<file path="src/lf_clock_pkg.sv">
package lf_clock_pkg;

  // Register byte offsets on the Avalon-MM slave.
  localparam logic [7:0] SYNC_STATUS_OFFSET = 8'h50;
  localparam logic [7:0] FREEZE_OFFSET      = 8'h54;
  localparam logic [7:0] BRANCH_A_OFFSET    = 8'h58;
  localparam logic [7:0] BRANCH_B_OFFSET    = 8'h60;

  // Field positions.
  localparam int FREEZE_BIT      = 0;
  localparam int RTC_ENABLE_BIT  = 0;
  localparam int SERIAL0_BIT     = 0;
  localparam int BUSY_A_BIT      = 0;
  localparam int BUSY_B_BIT      = 4;

  // Reset values.
  localparam logic       FREEZE_RESET   = 1'h0;
  localparam logic       ENABLE_RESET   = 1'h0;
  localparam logic [31:0] READ_ZERO     = 32'h0;

  // Clock rates; the low-frequency domain is a tick every LF_DIVIDE reference cycles.
  localparam int REF_CLOCK_HZ = 200_000_000;
  localparam int LF_CLOCK_HZ  = 32_768;
  localparam int LF_DIVIDE    = REF_CLOCK_HZ / LF_CLOCK_HZ;

  typedef struct packed {
    logic freeze;
    logic branch_a;
    logic branch_b;
  } lf_ctrl_t;

endpackage

</file>
<file path="src/lf_tick_divider.sv">
`timescale 1ns/1ps
`default_nettype none
module lf_tick_divider #(
  parameter int DIVIDE = lf_clock_pkg::LF_DIVIDE
) (
  // Clock and reset.
  input  wire logic ref_clk,
  input  wire logic reset_n,
  // Low-frequency enable pulse.
  output logic      lf_tick
);

  localparam int CW = (DIVIDE > 2) ? $clog2(DIVIDE) : 1;
  localparam logic [CW-1:0] LAST = CW'(DIVIDE - 1);

  generate
    if (DIVIDE < 2)
    begin : g_bad_divide
      $error("DIVIDE must be at least 2");
    end
  endgenerate

  logic [CW-1:0] count;
  wire           wrap = (count == LAST);

  always_ff @(posedge ref_clk or negedge reset_n)
  begin
    if (!reset_n)
    begin
      count   <= '0;
      lf_tick <= 1'b0;
    end
    else
    begin
      count   <= wrap ? '0 : count + 1'b1;
      lf_tick <= wrap;
    end
  end

endmodule
`default_nettype wire

</file>
<file path="src/lf_clock_gate_update_freeze.sv">
// Decided for this implementation: the Avalon-MM register port.
`timescale 1ns/1ps
`default_nettype none
module lf_clock_gate_update_freeze #(
  parameter int LF_DIVIDE = lf_clock_pkg::LF_DIVIDE
) (
  // Clock and reset.
  input  wire logic        ref_clk,
  input  wire logic        reset_n,
  // Avalon-MM slave.
  input  wire logic [7:0]  address,
  input  wire logic        read,
  input  wire logic        write,
  input  wire logic [31:0] writedata,
  input  wire logic [3:0]  byteenable,
  output logic      [31:0] readdata,
  output logic             waitrequest,
  // Low-frequency clock gates.
  output logic             rtc_clock_gate,
  output logic             low_energy_serial0_clock_gate
);

  logic                  lf_tick;
  lf_clock_pkg::lf_ctrl_t shadow;
  logic                  branch_a_enable_busy;
  logic                  branch_b_enable_busy;

  lf_tick_divider #(
    .DIVIDE (LF_DIVIDE)
  ) u_divider (
    .ref_clk (ref_clk),
    .reset_n (reset_n),
    .lf_tick (lf_tick)
  );

  generate
    if (LF_DIVIDE < 2)
    begin : g_bad_lf_divide
      $error("LF_DIVIDE must be at least 2");
    end
  endgenerate

  // A request is answered with waitrequest low one cycle after it is seen.
  wire req        = read | write;
  wire accept     = req & ~waitrequest;
  wire byte0      = byteenable[0];
  wire hit_sync   = (address == lf_clock_pkg::SYNC_STATUS_OFFSET);
  wire hit_freeze = (address == lf_clock_pkg::FREEZE_OFFSET);
  wire hit_a      = (address == lf_clock_pkg::BRANCH_A_OFFSET);
  wire hit_b      = (address == lf_clock_pkg::BRANCH_B_OFFSET);

  wire wr_freeze  = accept & write & hit_freeze & byte0;
  wire wr_a       = accept & write & hit_a & byte0;
  wire wr_b       = accept & write & hit_b & byte0;

  // Transfers into the low-frequency domain happen only on a tick while not frozen.
  wire transfer   = lf_tick & ~shadow.freeze;
  wire apply_a    = transfer & branch_a_enable_busy;
  wire apply_b    = transfer & branch_b_enable_busy;

  function automatic logic [31:0] bit0_word(input logic value);
    bit0_word = lf_clock_pkg::READ_ZERO;
    bit0_word[lf_clock_pkg::RTC_ENABLE_BIT] = value;
  endfunction

  function automatic logic [31:0] sync_bits(input logic busy_a, input logic busy_b);
    sync_bits = lf_clock_pkg::READ_ZERO;
    sync_bits[lf_clock_pkg::BUSY_A_BIT] = busy_a;
    sync_bits[lf_clock_pkg::BUSY_B_BIT] = busy_b;
  endfunction

  wire [31:0] sync_word   = sync_bits(branch_a_enable_busy, branch_b_enable_busy);
  wire [31:0] freeze_word = bit0_word(shadow.freeze);
  wire [31:0] a_word      = bit0_word(shadow.branch_a);
  wire [31:0] b_word      = bit0_word(shadow.branch_b);
  wire [31:0] next_readdata = hit_sync   ? sync_word   :
                              hit_freeze ? freeze_word :
                              hit_a      ? a_word      :
                              hit_b      ? b_word      : lf_clock_pkg::READ_ZERO;

  always_ff @(posedge ref_clk or negedge reset_n)
  begin
    if (!reset_n)
    begin
      waitrequest <= 1'b1;
      readdata    <= lf_clock_pkg::READ_ZERO;
    end
    else
    begin
      waitrequest <= ~(req & waitrequest);
      if (read & waitrequest)
        readdata <= next_readdata;
    end
  end

  // Bus-side copies of the control bits.
  always_ff @(posedge ref_clk or negedge reset_n)
  begin
    if (!reset_n)
    begin
      shadow.freeze   <= lf_clock_pkg::FREEZE_RESET;
      shadow.branch_a <= lf_clock_pkg::ENABLE_RESET;
      shadow.branch_b <= lf_clock_pkg::ENABLE_RESET;
    end
    else
    begin
      if (wr_freeze)
        shadow.freeze <= writedata[lf_clock_pkg::FREEZE_BIT];
      if (wr_a)
        shadow.branch_a <= writedata[lf_clock_pkg::RTC_ENABLE_BIT];
      if (wr_b)
        shadow.branch_b <= writedata[lf_clock_pkg::SERIAL0_BIT];
    end
  end

  // A new write sets busy even in the tick that would clear it.
  always_ff @(posedge ref_clk or negedge reset_n)
  begin
    if (!reset_n)
    begin
      branch_a_enable_busy <= 1'b0;
      branch_b_enable_busy <= 1'b0;
    end
    else
    begin
      branch_a_enable_busy <= wr_a | (branch_a_enable_busy & ~apply_a);
      branch_b_enable_busy <= wr_b | (branch_b_enable_busy & ~apply_b);
    end
  end

  // Low-frequency domain state, updated only on a transfer tick.
  always_ff @(posedge ref_clk or negedge reset_n)
  begin
    if (!reset_n)
    begin
      rtc_clock_gate                <= lf_clock_pkg::ENABLE_RESET;
      low_energy_serial0_clock_gate <= lf_clock_pkg::ENABLE_RESET;
    end
    else
    begin
      if (apply_a)
        rtc_clock_gate <= shadow.branch_a;
      if (apply_b)
        low_energy_serial0_clock_gate <= shadow.branch_b;
    end
  end
endmodule
`default_nettype wire

</file>
<file path="config.mk">
export PLATFORM = sky130hd
export DESIGN_NAME = lf_clock_gate_update_freeze
export DESIGN_NICKNAME = d
export VERILOG_FILES = /design/src/lf_clock_pkg.sv /design/src/lf_tick_divider.sv /design/src/lf_clock_gate_update_freeze.sv
export SDC_FILE = /design/constraint.sdc
export NUM_CORES = 1
export LEC_CHECK = 0
export BUFFER_PORTS_ARGS = -buffer_cell sky130_fd_sc_hd__buf_2
export CORE_ASPECT_RATIO = 1.4
export CORE_UTILIZATION = 40
export CTS_BUF_LIST = sky130_fd_sc_hd__clkbuf_2 sky130_fd_sc_hd__clkbuf_4 sky130_fd_sc_hd__clkbuf_8
export CTS_CLUSTER_SIZE = 14
export DETAILED_ROUTE_END_ITERATION = 8
export HOLD_SLACK_MARGIN = 0.03
export PLACE_DENSITY_LB_ADDON = 0.12
export SYNTH_ARGS = -nofsm -noshare
export SYNTH_HDL_FRONTEND = slang
export SYNTH_SLANG_ARGS = --single-unit
</file>
<file path="constraint.sdc">
create_clock -name ref_clk -period 2.3 [get_ports ref_clk]
set_clock_uncertainty 0.2 [all_clocks]
set_input_delay 0.23 -clock ref_clk [delete_from_list [all_inputs] [get_ports ref_clk]]
set_output_delay 0.23 -clock ref_clk [all_outputs]
set_load 0.02 [all_outputs]
</file>
# Word level (Yosys, flattened, before mapping)

Cells that the tools add are included.

Register bits after elaboration: 54
Output and inout port bits: 35
Word-level logic and storage cells: 45

Add/subtract/negate cells: 1
Equality and inequality tests: 5
Mux-type cells: 5
Bitwise operators: 23

Operators with widths:

| kind                                           | count |
|---|---|
| == test 8 x 7 -> 1 bit (second input constant) | 4 |
| bitwise AND 1 bit                              | 15 |
| adder 13 x 1 -> 13 bit (second input constant) | 1 |
| == test 13 bit (second input constant)         | 1 |
| two-way mux 13 bit                             | 1 |
| two-way mux 5 bit                              | 1 |
| inverter 1 bit                                 | 5 |
| two-way mux 1 bit                              | 3 |
| bitwise OR 1 bit                               | 3 |

# Logic depth before layout (Yosys ltp)

Depth in word-level cells: 6
Mapped depth: 6

# Cells and area by module

Synthesis repeated with hierarchy kept, for this count alone.

Cells, all modules: 141
Area total of the unflattened synthesis: 1420.1 um2

Modules (own cells, without submodules):

| module                      | times used | cells an instance | area each (um2) | sequential area each (um2) |
|---|---|---|---|---|
| lf_clock_gate_update_freeze | 1          | 78                | 733.2           | 251.5 |
| lf_tick_divider             | 1          | 63                | 686.9           | 350.3 |

# Worst setup path after synthesis

Ideal clock, no wire load.

Path kind: flip-flop to flip-flop
From: reg u_divider.count[0]
To: reg u_divider.count[2]
Setup time: 0.131 ns
Arrival time: 1.429 ns
Required time: 1.969 ns
Path slack: 0.539 ns
Cell stages (with the launch flop): 7
Buffers on the path: 0
Period minus slack after synthesis: 1.761 ns
Path through: dfrtp_1 -> inv_1 -> ha_1 -> nand4_1 -> or4_4 -> nor2_2 -> nor2_1

Cells in the longest elaborated chain, start to end: 2
Elaborated cells between the ends (all ways): 3

Ends and longest elaborated chain:

| element                | RTL line              | RTL |
|---|---|---|
| from (decl)            | lf_tick_divider.sv:23 | `logic [CW-1:0] count;` |
| from (signal assigned) | lf_tick_divider.sv:35 | `count <= wrap ? '0 : count + 1'b1;` |
| == test 13 bit         | lf_tick_divider.sv:24 | `wire wrap = (count == LAST);` |
| via u_divider.wrap     | lf_tick_divider.sv:24 |  |
| two-way mux 13 bit     | lf_tick_divider.sv:35 |  |

The timed path passes the listed nets, and every way through them passes these cells.
A chain may end at the register's enable or synchronous reset.

# Worst setup path in the final report

From: reg u_divider.count[0]
To: reg u_divider.count[4]

The elaborated chain is that of the path after synthesis.

==> summary.md <==
| Metric | Value |
|---|---|
| Grt ovf | 0 |
| Gate Count Post-Synth | 140 |
| First-pass GRT wire length | between 3 and 4 mm |
| Synthesized flop and latch total | 24 |
| Floorplan row count | 24 |
| CTS Buffer Depth | 2 |
| PortBufs | 18 |
| FF-to-FF path depth | 6 |
| Layout cells sized above 1 | 18.90% |
| CP startpoint kind | flip-flop |
| Yosys warning count | 0 |
| Fin crit share | 85.03% |
| Worst Hold Launch | writedata[0] |
| Starting density of the core | 42.61% |
| Total Wirelength | approximately 2.4 mm |
| CTS buffer count | 3 |
| Area grow syn2layout | 7.933% |
| Die Wd | 51.22 µm |
| VDD IR max | between 0.3 and 0.4 mV |
| Vias/cell | 4.606 |
| Largest net degree at the start of global routing | 25 |
| Leak pwr | approximately 0.00070 µW |
| Pre-Repair DR Iteration Count | 4 |
| GP Congestion | about 0.8 |
| Total track usage | 14.47% |
| Setup TNS | 0 ps |
| Vias in the first global route | 955 |
| Fmax | 511.3 MHz |
| Yosys cell types | 32 |
| Worst-Skew Late Latency | 260 ps |
| H-tree depth | 1 |
| Post-CTS resize count | 0 |
| Max-Slew Margin vs Limit | 64.68% |
| # setup viols final | 0 |
| Fin area | 1464 µm² |
| Slew @ Worst Pin | 529.8 ps |
| CP endpoint kind | flip-flop |
| Final ANT Viol Nets | 0 |
| Setup Fix Bufs, Post-CTS | 0 |
| I/O pin cnt | 83 |
| CORE AREA | 3183 µm² |
| Hold depth | 2 |
| Required time worst endpoint | 2230 ps |
| Antenna violations before repair | 0 |
| Die ar. | 3631 µm² |
| Min cycle time layout | a little under 2000 ps |
| Routed vias | 935 |
| Post-Syn Area | 1356 µm² |
| Crit path DAT | 1890 ps |
| Clock sinks | 24 |
| Syn_area_per_cell | 9.688 µm² |
| Core Util, Final | 45.99% |
| Initial DRC count | 17 |
| R2R Path End | u_divider.count[4] |
| Hold endpoint | a_word[0] |
| Sequential fraction of the synthesis area | 44.37% |
| Final Hold Fails | 0 |
| Cell total after placement | between 150 and 200 |
| Fillers | 344 |
| DPL Wire Length | 1.878 mm |
| Max Cap Viol | 0 |
| Pwr dens | approximately 540 nW/µm² |
| RSZ-0062 raised after global routing | false |
| CP Class | reg -> reg |
| RR Startpoint | u_divider.count[0] |
| Fin. max-slew vios | 0 |
| Drt wl/cell | 11.92 µm |
| CP Max Fanout | 10 |
| Status | completed |
| CTS clk-pin slew, worst paths | 80 ps |
| R2R setup slack | 340 ps |
| Non-Filler Instances | about 200 |
| Nets | ~220 |
| Post-DP Area | between 1000 and 1500 µm² |
| Inserted Diodes | 0 |
| TritonCTS clock tree | done |
| Detailed-route DRC error count | 0 |
| Die Ht | 70.90 µm |
| Root Driver | clkbuf_8 |
| Min-delay worst type | in -> reg |
## metal layers
metal | wire length [µm] | GRT usage, %
met3 | 96 | 1.935
met1 | 874 | 14.88
met5 | 0 | 0
met4 | 31 | 6.306
met2 | 1416 | 27.92
## cell families after synthesis
kind of cell / Yosys count / share of synthesized area (%)
fa+ha+maj: 2 / 1.845
mux: 4 / 3.321
buf+inv: 35 / 17.99
simple gates: 56 / 22.05
compound gates: 9 / 4.336
xor+xnor: 9 / 5.812
flops: 24 / 44.37
other cells: 1 / 0.2765
## report_power, final
group,internal [µW],leakage (µW),switching [µW]
sequential,426,0.000307,2.95
combinational,19.7,0.000360,69.8
clock,152,0.0000288,123
## synthesized netlist by cell type, drive strengths merged
master / count / share of area (%)
conb: 1 / 0.28
ha: 2 / 1.8
nand4b: 2 / 1.3
nor2: 12 / 3.5
and3: 1 / 0.46
or2: 1 / 0.65
nor2b: 3 / 1.4
o21bai: 1 / 0.55
a22oi: 1 / 0.55
nand2: 12 / 3.3
mux2: 4 / 3.3
dfrtp: 23 / 42
a21oi: 1 / 0.37
or4: 2 / 1.4
xor2: 2 / 1.3
and2: 1 / 0.46
o22ai: 1 / 0.46
a32o: 1 / 0.74
nand3: 9 / 3.3
o211ai: 1 / 0.55
dfstp: 1 / 1.9
o21ai: 3 / 1.1
buf: 30 / 17
xnor2: 7 / 4.5
nor3: 6 / 2.2
nor4b: 2 / 1.8
nand4: 4 / 1.8
inv: 5 / 1.4
nand2b: 1 / 0.46
## state kept, by name, summed over array words and instances (netlist names)
name / cells
waitrequest: 1
u_divider.count: 13
b_word: 1
low_energy_serial0_clock_gate: 1
freeze_word: 1
readdata: 2
rtc_clock_gate: 1
branch_a_enable_busy: 1
a_word: 1
branch_b_enable_busy: 1
u_divider.lf_tick: 1
## critical path: stages, from the launching register on
cell and delay, ps:
dfrtp_1 440, inv_1 80, ha_1 140, nand4_1 80, or4_4 440, nor2_2 350, nor2_1 90
## worst max-delay path by stage
stage / startpoint / end / slack, ps / cells after the start
finish: u_divider.count[0] / u_divider.count[4] / 340 / 6
global route: u_divider.count[0] / u_divider.count[8] / 170 / 6
CTS: u_divider.count[0] / u_divider.count[8] / 310 / 6
detailed placement: u_divider.count[0] / u_divider.count[7] / 320 / 6
global placement: u_divider.count[0] / u_divider.count[4] / 340 / 6
floorplan: u_divider.count[0] / u_divider.count[2] / 540 / 6
## cell type report
| type | instances | area, µm² | area share (%) |
|---|---|---|---|
| Inverter | 5 | 18.77 | 1.282 |
| Tap cell | 39 | 48.80 | 3.333 |
| Clock buffer | 4 | 55.05 | 3.761 |
| Timing Repair Buffer | 21 | 120.1 | 8.205 |
| Sequential cell | 24 | 601.8 | 41.11 |
| Multi-Input combinational cell | 110 | 619.3 | 42.31 |
## placed cells by master (no fill, tap or decap), types with 2 or more instances in the layout
cell type      Yosys  final
conb_1             1     30
clkbuf_8           0      4
nor3_1             6      6
inv_1              5      5
o21ai_0            3      3
nand2_1           12     12
mux2_2             4      4
nor2_1            11     11
buf_2              0     18
nor2b_1            3      3
ha_1               2      2
xnor2_1            7      7
dfrtp_1           23     23
nand4b_1           2      2
nand4_1            4      4
xor2_1             2      2
nand3_1            9      9
dlygate4sd3_1      0      3
## stage by stage
step	power (µW)	hold WS (ps)	worst slack [ps]
6_report	794.3	50.87	344.3
3_5_place_dp	520.7	44.10	320.6
5_1_grt	830.1	57.38	172.2
4_1_cts	813.1	42.35	312.9
2_1_floorplan	531.2	-265.6	539.4
3_3_place_gp	519.0	45.34	335.2
## timing repair
item | 4_1_cts | 5_1_grt
setup endpoints to repair | 0 | 0
hold buffers | 3 | 0
hold endpoints to repair | 24 | 0
(Power assumes the default switching activity.)
